### config.mk
export PLATFORM = sky130hd
export DESIGN_NAME = tce_exec_core
export DESIGN_NICKNAME = d
export VERILOG_FILES = /design/src/include/tce_pkg.sv /design/src/hw/tce_scratch_file.sv /design/src/hw/tce_exec_core.sv
export SDC_FILE = /design/constraint.sdc
export NUM_CORES = 1
export LEC_CHECK = 0
export BUFFER_PORTS_ARGS = -buffer_cell sky130_fd_sc_hd__buf_2
export CAP_MARGIN = 20
export CELL_PAD_IN_SITES_DETAIL_PLACEMENT = 1
export CELL_PAD_IN_SITES_GLOBAL_PLACEMENT = 2
export CORE_MARGIN = 4
export CORE_UTILIZATION = 37
export DETAILED_ROUTE_END_ITERATION = 10
export PLACE_DENSITY_LB_ADDON = 0.08
export SLEW_MARGIN = 40
export SYNTH_ARGS = -nofsm -noshare
export SYNTH_HDL_FRONTEND = slang
export SYNTH_HIERARCHICAL = 1
export SYNTH_SLANG_ARGS = --single-unit
export TNS_END_PERCENT = 50
### constraint.sdc
create_clock -name clock -period 3.95 [get_ports clock]
set_input_delay 0.79 -clock clock [delete_from_list [all_inputs] [get_ports clock]]
set_output_delay 0.79 -clock clock [all_outputs]
set_load 0.005 [all_outputs]
### src/include/tce_pkg.sv
/*
 * Shared constants for the trainer CPU executor: machine-cycle phases, opcode groups, states and the
 * Wishbone register map. Assumes one 50 MHz clock and a byte-wide RAM outside the block.
 */
package tce_pkg;

	localparam int          DATA_W     = 8;
	localparam int          ADDR_W     = 16;
	localparam int          REG_COUNT  = 16;
	localparam int          REG_IDX_W  = 4;
	localparam int          MC_CLOCKS  = 8;
	localparam int          WB_ADR_W   = 8;

	// Phases inside one machine cycle of MC_CLOCKS clocks.
	localparam logic [2:0]  PH_LATCH   = 3'h1;
	localparam logic [2:0]  PH_MEMWR   = 3'h3;
	localparam logic [2:0]  PH_SAMPLE  = 3'h4;
	localparam logic [2:0]  PH_WRITE   = 3'h5;
	localparam logic [2:0]  PH_END     = 3'(MC_CLOCKS - 1);

	localparam logic [15:0] R0_CLEAR   = 16'h0000;
	localparam logic [15:0] PC_START   = 16'h0001;
	localparam logic [3:0]  INT_X_SEL  = 4'h2;
	localparam logic [3:0]  INT_P_SEL  = 4'h1;
	localparam logic [7:0]  OP_WAIT    = 8'h00;
	localparam logic [7:0]  OP_SAVE_T  = 8'h78;

	localparam logic [3:0]  OP_LOAD_VIA_N      = 4'h0;
	localparam logic [3:0]  OP_INCREMENT       = 4'h1;
	localparam logic [3:0]  OP_REG_DECREMENT   = 4'h2;
	localparam logic [3:0]  OP_SHORT_BRANCH    = 4'h3;
	localparam logic [3:0]  OP_LOAD_ADVANCE    = 4'h4;
	localparam logic [3:0]  OP_STORE_VIA_REG   = 4'h5;
	localparam logic [3:0]  OP_BYTE_IO         = 4'h6;
	localparam logic [3:0]  OP_CONTROL         = 4'h7;
	localparam logic [3:0]  OP_GET_LOW_BYTE    = 4'h8;
	localparam logic [3:0]  OP_GET_HIGH_BYTE   = 4'h9;
	localparam logic [3:0]  OP_PUT_LOW_BYTE    = 4'hA;
	localparam logic [3:0]  OP_PUT_HIGH_BYTE   = 4'hB;
	localparam logic [3:0]  OP_SET_PC_SELECTOR = 4'hD;
	localparam logic [3:0]  OP_SET_X_SELECTOR  = 4'hE;
	localparam logic [3:0]  OP_ALU             = 4'hF;

	localparam logic [2:0]  ALU_SHIFT_RIGHT    = 3'h6;

	typedef enum logic [2:0] {
		S_HALT    = 3'b000,
		S_FETCH   = 3'b001,
		S_EXEC    = 3'b010,
		S_DMA_IN  = 3'b011,
		S_DMA_OUT = 3'b100,
		S_INT     = 3'b101,
		S_WAIT    = 3'b110,
		S_START   = 3'b111
	} tce_state_t;

	localparam logic [WB_ADR_W-1:0] REG_CTRL    = 8'h00;
	localparam logic [WB_ADR_W-1:0] REG_STATUS  = 8'h04;
	localparam logic [WB_ADR_W-1:0] REG_INBYTE  = 8'h08;
	localparam logic [WB_ADR_W-1:0] REG_DISPLAY = 8'h0C;
	localparam int                  CTRL_SOFT_CLEAR = 0;
	localparam int                  CTRL_SW_INHIBIT = 1;
	localparam logic [7:0]          CTRL_RESET      = 8'h00;
	localparam logic [7:0]          INBYTE_RESET    = 8'h00;

endpackage

### src/hw/tce_scratch_file.sv
/*
 * Sixteen-entry scratch register file with one write port and a registered read port.
 * Assumes the caller presents the read index one clock before it needs the data.
 */
module tce_scratch_file #(
	parameter int WIDTH = 16,
	parameter int DEPTH = 16,
	parameter int IDX_W = 4
) (
	input  wire logic             clock,
	input  wire logic [IDX_W-1:0] rdAddr,
	output logic      [WIDTH-1:0] rdData_q,
	input  wire logic             wrEn,
	input  wire logic [IDX_W-1:0] wrAddr,
	input  wire logic [WIDTH-1:0] wrData
);

	logic [WIDTH-1:0] store [DEPTH];

	always_ff @(posedge clock) begin
		if (wrEn) begin
			store[wrAddr] <= wrData;
		end
	end

	always_ff @(posedge clock) begin
		rdData_q <= store[rdAddr];
	end

endmodule

### src/hw/tce_exec_core.sv
/*
 * Trainer CPU executor: fetch and execute of the 8-bit instruction set, panel load/run,
 * byte I/O, DMA-in/out and interrupt cycles, plus a small Wishbone slave for control and status.
 * Assumes a byte RAM that answers a read within three clocks of memRe rising and writes on memWe.
 */
module tce_exec_core (
	input  wire logic                         clock,
	input  wire logic                         rst,
	input  wire logic                         cyc_i,
	input  wire logic                         stb_i,
	input  wire logic                         we_i,
	input  wire logic [tce_pkg::WB_ADR_W-1:0] adr_i,
	input  wire logic [3:0]                   sel_i,
	input  wire logic [31:0]                  dat_i,
	output logic      [31:0]                  dat_o,
	output logic                              ack_o,
	input  wire logic                         panelClearKey,
	input  wire logic                         loadModeSwitch,
	input  wire logic                         panelStartKey,
	input  wire logic                         panelInputKey,
	input  wire logic [7:0]                   byteSwitches,
	input  wire logic                         extFlagOne,
	input  wire logic                         extFlagTwo,
	input  wire logic                         extFlagThree,
	input  wire logic                         intReq,
	input  wire logic                         extDmaInReq,
	input  wire logic [7:0]                   extDmaData,
	output logic      [tce_pkg::ADDR_W-1:0]   memAddr,
	output logic                              memRe,
	output logic                              memWe,
	output logic      [7:0]                   memWrData,
	input  wire logic [7:0]                   memRdData,
	output logic      [7:0]                   displayByte,
	output logic                              extFlagFour,
	output logic      [2:0]                   stateCode
);
	import tce_pkg::*;

	tce_state_t  state_q, nextState, resumeState;
	logic [2:0]  phase_q;
	logic [7:0]  ir_q, accum_q, mdr_q, tSave_q, dmaByte_q, ctrl_q, inByte_q, display_q;
	logic [3:0]  pSel_q, xSel_q, opHi, opLo, selIdx;
	logic        carryFlag_q, ie_q, running_q, ef4_q, softClear_q;
	logic        startPrev_q, inPrev_q, startPend_q, dmaInPend_q, dmaOutPend_q;
	logic [15:0] regVal_q, memAddr_q, rdData, wrData, regInc, regDec;
	logic        memRe_q, memWe_q, ack_q;
	logic [7:0]  memWrData_q;
	logic [31:0] datOut_q;
	logic        clearNow, startPress, inPress, cycEnd, atWrite, wrEn;
	logic        memAccess, memWrite, immForm, branchBase, branchTaken, aluCarry, wbTake;
	logic [7:0]  aluRes, storeByte;
	logic [8:0]  sum;

	assign opHi       = ir_q[7:4];
	assign opLo       = ir_q[3:0];
	assign clearNow   = rst | panelClearKey | softClear_q;
	assign startPress = panelStartKey & ~startPrev_q;
	assign inPress    = panelInputKey & ~inPrev_q;
	assign cycEnd     = (phase_q == PH_END);
	assign atWrite    = (phase_q == PH_WRITE);
	assign immForm    = opLo[3] & (opLo[2:0] != ALU_SHIFT_RIGHT);
	assign regInc     = regVal_q + 16'h0001;
	assign regDec     = regVal_q - 16'h0001;
	assign wbTake     = cyc_i & stb_i & ~ack_q;

	tce_scratch_file #(
		.WIDTH (ADDR_W),
		.DEPTH (REG_COUNT),
		.IDX_W (REG_IDX_W)
	) uScratch (
		.clock    (clock),
		.rdAddr   (selIdx),
		.rdData_q (rdData),
		.wrEn     (wrEn),
		.wrAddr   (selIdx),
		.wrData   (wrData)
	);

	// Short-branch condition; N bit 3 inverts the sense.
	always_comb begin
		case (opLo[2:0])
			3'h0:    branchBase = 1'b1;
			3'h2:    branchBase = (accum_q == 8'h00);
			3'h3:    branchBase = carryFlag_q;
			3'h4:    branchBase = extFlagOne;
			3'h5:    branchBase = extFlagTwo;
			3'h6:    branchBase = extFlagThree;
			3'h7:    branchBase = ef4_q;
			default: branchBase = 1'b0;
		endcase
		branchTaken = branchBase ^ opLo[3];
	end

	always_comb begin
		sum      = 9'h000;
		aluRes   = accum_q;
		aluCarry = carryFlag_q;
		case (opLo[2:0])
			3'h0: aluRes = mdr_q;
			3'h1: aluRes = accum_q | mdr_q;
			3'h2: aluRes = accum_q & mdr_q;
			3'h3: aluRes = accum_q ^ mdr_q;
			3'h4: begin
				sum      = {1'b0, accum_q} + {1'b0, mdr_q};
				aluRes   = sum[7:0];
				aluCarry = sum[8];
			end
			3'h5: begin
				sum      = {1'b0, mdr_q} + {1'b0, ~accum_q} + 9'h001;
				aluRes   = sum[7:0];
				aluCarry = sum[8];
			end
			3'h6: begin
				aluRes   = {1'b0, accum_q[7:1]};
				aluCarry = accum_q[0];
			end
			default: begin
				sum      = {1'b0, accum_q} + {1'b0, ~mdr_q} + 9'h001;
				aluRes   = sum[7:0];
				aluCarry = sum[8];
			end
		endcase
	end

	// Memory direction and the byte that a write cycle puts out.
	always_comb begin
		memAccess = (state_q == S_FETCH) || (state_q == S_EXEC) || (state_q == S_DMA_IN) ||
			(state_q == S_DMA_OUT);
		memWrite  = (state_q == S_DMA_IN) || ((state_q == S_EXEC) && ((opHi == OP_STORE_VIA_REG) ||
			((opHi == OP_BYTE_IO) && opLo[3]) || (ir_q == OP_SAVE_T)));
		if (state_q == S_DMA_IN) begin
			storeByte = dmaByte_q;
		end else if (opHi == OP_STORE_VIA_REG) begin
			storeByte = accum_q;
		end else if (opHi == OP_BYTE_IO) begin
			storeByte = ctrl_q[CTRL_SW_INHIBIT] ? inByte_q : byteSwitches;
		end else begin
			storeByte = tSave_q;
		end
	end

	// Register selection and the value written back at the write phase.
	always_comb begin
		selIdx = pSel_q;
		wrEn   = 1'b0;
		wrData = regInc;
		case (state_q)
			S_FETCH: wrEn = atWrite;
			S_START: begin
				selIdx = 4'h0;
				wrEn   = atWrite;
				wrData = PC_START;
			end
			S_DMA_IN, S_DMA_OUT: begin
				selIdx = 4'h0;
				wrEn   = atWrite;
			end
			S_EXEC: begin
				case (opHi)
					OP_SHORT_BRANCH, OP_SET_PC_SELECTOR, OP_SET_X_SELECTOR: selIdx = pSel_q;
					OP_BYTE_IO, OP_CONTROL: selIdx = xSel_q;
					OP_ALU: selIdx = immForm ? pSel_q : xSel_q;
					default: selIdx = opLo;
				endcase
				case (opHi)
					OP_INCREMENT, OP_LOAD_ADVANCE: wrEn = atWrite;
					OP_REG_DECREMENT: begin
						wrEn   = atWrite;
						wrData = regDec;
					end
					OP_SHORT_BRANCH: begin
						wrEn = atWrite;
						if (branchTaken) begin
							wrData = {regVal_q[15:8], mdr_q};
						end
					end
					OP_BYTE_IO: wrEn = atWrite & ~opLo[3];
					OP_CONTROL: wrEn = atWrite & (opLo[3:1] == 3'h0);
					OP_PUT_LOW_BYTE: begin
						wrEn   = atWrite;
						wrData = {regVal_q[15:8], accum_q};
					end
					OP_PUT_HIGH_BYTE: begin
						wrEn   = atWrite;
						wrData = {accum_q, regVal_q[7:0]};
					end
					OP_ALU: wrEn = atWrite & immForm;
					default: wrEn = 1'b0;
				endcase
			end
			default: wrEn = 1'b0;
		endcase
		if (clearNow) begin
			selIdx = 4'h0;
			wrEn   = 1'b1;
			wrData = R0_CLEAR;
		end
	end

	always_comb begin
		if (extDmaInReq) begin
			resumeState = S_DMA_IN;
		end else if (intReq && ie_q) begin
			resumeState = S_INT;
		end else if (ir_q == OP_WAIT) begin
			resumeState = S_WAIT;
		end else begin
			resumeState = S_FETCH;
		end
		case (state_q)
			S_HALT: begin
				if (dmaInPend_q || extDmaInReq) begin
					nextState = S_DMA_IN;
				end else if (dmaOutPend_q) begin
					nextState = S_DMA_OUT;
				end else if (startPend_q) begin
					nextState = S_START;
				end else begin
					nextState = S_HALT;
				end
			end
			S_START: nextState = S_FETCH;
			S_FETCH: nextState = S_EXEC;
			S_INT:   nextState = extDmaInReq ? S_DMA_IN : S_FETCH;
			S_DMA_IN, S_DMA_OUT: nextState = running_q ? resumeState : S_HALT;
			default: nextState = resumeState;
		endcase
	end

	always_ff @(posedge clock) begin
		if (clearNow) begin
			phase_q <= 3'h0;
		end else begin
			phase_q <= phase_q + 3'h1;
		end
	end

	always_ff @(posedge clock) begin
		if (clearNow) begin
			state_q   <= S_HALT;
			running_q <= 1'b0;
		end else if (cycEnd) begin
			state_q <= nextState;
			if (state_q == S_START) begin
				running_q <= 1'b1;
			end
		end
	end

	// Panel keys become pending requests, served at the next machine-cycle boundary.
	always_ff @(posedge clock) begin
		startPrev_q <= panelStartKey;
		inPrev_q    <= panelInputKey;
		if (clearNow) begin
			startPend_q  <= 1'b0;
			dmaInPend_q  <= 1'b0;
			dmaOutPend_q <= 1'b0;
		end else begin
			if (startPress && !loadModeSwitch && !running_q) begin
				startPend_q <= 1'b1;
			end else if (cycEnd && state_q == S_HALT && nextState == S_START) begin
				startPend_q <= 1'b0;
			end
			if (inPress && loadModeSwitch && !running_q) begin
				dmaInPend_q <= 1'b1;
			end else if (cycEnd && state_q == S_HALT && nextState == S_DMA_IN && dmaInPend_q) begin
				dmaInPend_q <= 1'b0;
			end
			if (startPress && loadModeSwitch && !running_q) begin
				dmaOutPend_q <= 1'b1;
			end else if (cycEnd && state_q == S_HALT && nextState == S_DMA_OUT) begin
				dmaOutPend_q <= 1'b0;
			end
		end
	end

	always_ff @(posedge clock) begin
		if (cycEnd && nextState == S_DMA_IN) begin
			dmaByte_q <= (state_q == S_HALT && dmaInPend_q) ? byteSwitches : extDmaData;
		end
	end

	always_ff @(posedge clock) begin
		if (clearNow) begin
			ir_q <= OP_WAIT;
		end else if (state_q == S_FETCH && phase_q == PH_SAMPLE) begin
			ir_q <= memRdData;
		end
	end

	always_ff @(posedge clock) begin
		if (phase_q == PH_LATCH) begin
			regVal_q <= rdData;
		end
		if (phase_q == PH_SAMPLE) begin
			mdr_q <= memRdData;
		end
	end

	// RAM port; the 16-bit address is the selected register itself.
	always_ff @(posedge clock) begin
		if (clearNow) begin
			memAddr_q   <= R0_CLEAR;
			memRe_q     <= 1'b0;
			memWe_q     <= 1'b0;
			memWrData_q <= 8'h00;
		end else begin
			if (phase_q == PH_LATCH && memAccess) begin
				memAddr_q   <= rdData;
				memWrData_q <= storeByte;
			end
			if (phase_q == PH_LATCH) begin
				memRe_q <= memAccess & ~memWrite;
			end else if (phase_q == PH_SAMPLE) begin
				memRe_q <= 1'b0;
			end
			memWe_q <= (phase_q == PH_MEMWR) & memAccess & memWrite;
		end
	end

	always_ff @(posedge clock) begin
		if (rst) begin
			accum_q     <= 8'h00;
			carryFlag_q <= 1'b0;
		end else if (atWrite && state_q == S_EXEC) begin
			case (opHi)
				OP_LOAD_VIA_N, OP_LOAD_ADVANCE: accum_q <= mdr_q;
				OP_GET_LOW_BYTE:  accum_q <= regVal_q[7:0];
				OP_GET_HIGH_BYTE: accum_q <= regVal_q[15:8];
				OP_ALU: begin
					accum_q <= aluRes;
					if (opLo[2]) begin
						carryFlag_q <= aluCarry;
					end
				end
				default: accum_q <= accum_q;
			endcase
		end
	end

	always_ff @(posedge clock) begin
		if (clearNow) begin
			pSel_q  <= 4'h0;
			xSel_q  <= 4'h0;
			ie_q    <= 1'b1;
			tSave_q <= 8'h00;
		end else if (atWrite && state_q == S_INT) begin
			tSave_q <= {xSel_q, pSel_q};
			xSel_q  <= INT_X_SEL;
			pSel_q  <= INT_P_SEL;
			ie_q    <= 1'b0;
		end else if (atWrite && state_q == S_EXEC) begin
			if (opHi == OP_SET_PC_SELECTOR) begin
				pSel_q <= opLo;
			end else if (opHi == OP_SET_X_SELECTOR) begin
				xSel_q <= opLo;
			end else if (opHi == OP_CONTROL && opLo[3:1] == 3'h0) begin
				{xSel_q, pSel_q} <= mdr_q;
				ie_q             <= ~opLo[0];
			end
		end
	end

	// A key press landing in the same clock as an I/O opcode's write phase keeps the flag set.
	always_ff @(posedge clock) begin
		if (clearNow) begin
			ef4_q <= 1'b0;
		end else if (inPress && !loadModeSwitch) begin
			ef4_q <= 1'b1;
		end else if (atWrite && state_q == S_EXEC && opHi == OP_BYTE_IO) begin
			ef4_q <= 1'b0;
		end
	end

	always_ff @(posedge clock) begin
		if (rst) begin
			display_q <= 8'h00;
		end else if (atWrite) begin
			if (state_q == S_DMA_IN) begin
				display_q <= dmaByte_q;
			end else if (state_q == S_DMA_OUT) begin
				display_q <= mdr_q;
			end else if (state_q == S_EXEC && opHi == OP_BYTE_IO && !opLo[3]) begin
				display_q <= mdr_q;
			end
		end
	end

	// Wishbone slave: one wait state, unmapped reads return zero and unmapped writes are dropped.
	always_ff @(posedge clock) begin
		if (rst) begin
			ack_q       <= 1'b0;
			datOut_q    <= 32'h0000_0000;
			ctrl_q      <= CTRL_RESET;
			inByte_q    <= INBYTE_RESET;
			softClear_q <= 1'b0;
		end else begin
			ack_q       <= wbTake;
			softClear_q <= 1'b0;
			datOut_q    <= 32'h0000_0000;
			if (wbTake && we_i && sel_i[0]) begin
				if (adr_i == REG_CTRL) begin
					ctrl_q      <= dat_i[7:0] & 8'h02;
					softClear_q <= dat_i[CTRL_SOFT_CLEAR];
				end else if (adr_i == REG_INBYTE) begin
					inByte_q <= dat_i[7:0];
				end
			end else if (wbTake && !we_i) begin
				if (adr_i == REG_CTRL) begin
					datOut_q <= {24'h000000, ctrl_q};
				end else if (adr_i == REG_STATUS) begin
					datOut_q <= {9'h000, running_q, ef4_q, state_q, ie_q, carryFlag_q, xSel_q, pSel_q,
						accum_q};
				end else if (adr_i == REG_INBYTE) begin
					datOut_q <= {24'h000000, inByte_q};
				end else if (adr_i == REG_DISPLAY) begin
					datOut_q <= {24'h000000, display_q};
				end
			end
		end
	end

	assign dat_o       = datOut_q;
	assign ack_o       = ack_q;
	assign memAddr     = memAddr_q;
	assign memRe       = memRe_q;
	assign memWe       = memWe_q;
	assign memWrData   = memWrData_q;
	assign displayByte = display_q;
	assign extFlagFour = ef4_q;
	assign stateCode   = state_q;

endmodule

==> flow_summary.yaml <==
finish:
  regArea_um2: 11300
  final_nets: 1932
  drive_gt1_share_pct: 22.2
  n_fill_cell: 5620
  diodes: 0
  area.growth.synth_to_final_pct: 16.9
  stdcell_area_um2: 23100
  multi_input_area_um2: 7920
routing:
  dr.pass1.iters: 7
  drt-initial-drc-count: 826
  viasPerCell: 5.54
  highest_layer: "met4"
  wirelength_mm: 63.0
  post_drt_wl_per_cell_um: 24.9
  m1WireLength_mm: 27.4
  ant_nets: 0
  vias: 14000
  drcViolationCount: 0
  wl_met2_mm: 31.7
  route.met3.wl_mm: 2.31
timing:
  timing.fmax_ghz: 0.283
  clock_skew_ps: 40.3
  hold_violations: 0
  slew_violations: 0
  worst_slack_ps: 416
  fin_crit_sh_pct: 89.5
  tightest_slew_ps: 768
  min_period_ps: 3530
  slew-limit-headroom_pct: 48.7
  rsz0062_at_grt: "no"
  setup_tns_ps: 0
  setup_viol: 0
pwr:
  p_per_area_nw_per_um2: 399
  p_leak_uw: 0.00814
  finalPower_uw: 9250
  ir_worst_vdd_v: 0.000363
global_route:
  grt_pass1_wl_mm: 93.9
  grt_pass1_vias: 14800
  antenna_found_initial: 0
  grt_use_total_pct: 21.7
  grt_max_degree: 34
  grt_overflow_total: 0
synthesis:
  yosys_register_bits: 419
  netlist_instances: 1648
  synth_top_area_share_pct: 43.7
  synth_warnings: 6
  synth-edff-count: 288
  yosys-top-cells-area: "edfxtp_1 (44%), dfxtp_1 (13%), mux4_2 (6.4%), nand2_1 (3.2%), a21oi_1 (2.9%)"
  syn_area_um2: 19800
  synth_flop_cell: "edfxtp_1"
  ys_seq_area_share_pct: 56.9
  synth_cell_types: 91
  synth_top_area_cell: "edfxtp_1"
  async_flop_share_pct: 0
  syn_area_per_cell_um2: 12.0
placed_design:
  gp_congestion: 0.835
  placed_area_um2: 21600
  numPortBuffers: 116
  dp_hpwl_mm: 45.6
  dp_slack_ps: 497
die:
  dieArea_um2: 57300
  core_area_um2: 52800
  dieWidth_um: 239
  die_h_um: 239
  start_util_pct: 37.5
  num_io_pins: 153
  num_rows: 84
clock_tree:
  cts_max_level: 2
  cts-root-buf: "clkbuf_16"
  cts_buffers: 47
  cts_hold_buffers: 0
  clock-sinks: 419
  cts_setup_buffers: 0
  cts_resized: 0
  clk_path_buf_depth: 3
  cts_tree: "built"
  clkLatencyLatePin_ps: 600
  clk_pin_slew_ps: 60
worst_setup_path:
  start_kind: "flip-flop"
  r2r.worst_path.cells: 11
  worst-r2r-setup-slack_ps: 420
  arrival_ps: 3980
  path_depth: 11
  path_max_fanout: 31
  slowest_stage: "mux4_1"
  critPathMostFrequentCell: "a22oi_1"
  end_kind: "flip-flop"
  crit_family: "compound AO/OA/AOI/OAI gates"
  endpoint: "uScratch/rdData_q[4]$_DFF_P_"
  path_class: "reg2reg"
  cp.required_ps: 4390
  crit_path_start: "ir_q[2]$_SDFFE_PN0P_"
  cpPeakStageDelay_ps: 580
  crit_buf_inv: 2
  path_cells: "inv_2, o31ai_1, a21oi_1, nor2_1, a22oi_1, a2bb2oi_1, nor2_4, buf_12, mux4_1, a22oi_1, nand2_1"
  reg2reg_from: "ir_q[2]$_SDFFE_PN0P_"
  rr_endpoint: "uScratch/rdData_q[4]$_DFF_P_"
job:
  maxCapViolations: 0
min_path:
  hp-class: "in2reg"
status:
  status: "complete, no violations"
## kinds of logic after synthesis
kind of cell	synth area share [%]
buffers and inverters	3.70
DFF	56.9
xor gates and xnor gates	1.45
adders and majority gates	2.77
and+or+nand+nor	11.1
AOI/OAI and AO/OA	12.4
muxes	11.6
other	0.0189
## cells in the mapped netlist, types with 12 or more instances
cell      number
clkbuf_1      54
inv_1         46
ha_1          39
a211oi_1      24
buf_2         27
and2_1        24
xnor2_1       18
mux2i_1       52
a311oi_1      12
dfxtp_1      131
buf_1         12
nand4_1       12
nor2_1       143
nand2_1      169
o21ai_0       81
edfxtp_1     288
buf_4         13
nor3_1        21
a21oi_1      113
xor2_1        13
mux4_2        56
mux2_2        22
nand2b_1      12
a22oi_1       39
nand3_1       25
## sequential cells by signal, summed over array words and instances, names as in the netlist, 16 cells and up
| register | cells |
|---|---|
| uScratch/store | 256 |
| dat_o | 23 |
| memAddr | 16 |
| regVal_q | 16 |
| uScratch/rdData_q | 16 |
## cell type report
cell class	instances	area share [%]
repair buffers	215	6.10
inverters	49	0.795
flip-flops and latches	419	48.7
clock inverters	21	1.00
clock buffers	64	5.49
well taps	688	3.72
multi-input cells	1076	34.2
## worst register-to-register path, cell delays in order (launching register included)
cell and delay [ps]:
dfxtp_1 420, inv_2 60, o31ai_1 500, a21oi_1 140, nor2_1 280, a22oi_1 160, a2bb2oi_1 240, nor2_4 230
buf_12 290, mux4_1 600, a22oi_1 370, nand2_1 130
## layer usage
layer | track usage, % | vias up
met5 | 0 | -
met4 | 5.98 | 0
met3 | 2.48 | 83
met2 | 37.8 | 298
met1 | 28.7 | 7123
li1 | - | 6511
## power breakdown
part / internal (µW) / switching, µW
logic: 99.7 / 165
clock network: 2410 / 1830
registers: 4710 / 28.6
total: 7220 / 2030
## through the flow
stage | hold slack, ps | cells | utilization, %
after global placement | 420 | 2447 | 41.0
after global routing | 297 | 2532 | 43.9
after detailed placement | 420 | 2447 | 41.0
after floorplan | 408 | 1656 | -
final | 323 | 2532 | 43.9
after CTS | 289 | 2532 | 43.9
## worst min-delay path by stage
stage	cells after the start	slack, ps	to	from
final	1	320	inPrev_q$_DFF_P_	panelInputKey
after global routing	1	300	inPrev_q$_DFF_P_	panelInputKey
after CTS	1	290	inPrev_q$_DFF_P_	panelInputKey
after detailed placement	0	420	regVal_q[3]$_DFFE_PP_	uScratch/rdData_q[3]$_DFF_P_
after global placement	0	420	regVal_q[10]$_DFFE_PP_	uScratch/rdData_q[10]$_DFF_P_
after floorplan	0	410	regVal_q[0]$_DFFE_PP_	uScratch/rdData_q[0]$_DFF_P_
## cell usage in the layout (no fill, tap or decap), drive strengths merged, types with 9 or more instances in the layout
cell and instances:
o211ai 9, inv 49, nor2 144, nor3 23, clkinv 18, nand2 170, a22oi 39, nand3 25
conb 9, and2 25, xor2 14, mux2i 52, edfxtp 288, clkbuf 64, dfxtp 131, mux4 66
o21ai 89, nand2b 12, nand4 12, xnor2 18, a31oi 9, a211oi 24, a221oi 11, buf 215
a21oi 114, ha 39, mux2 22, a311oi 12, nor4 9, nor2b 11
No activity file was read; power rests on OpenSTA's default activity.
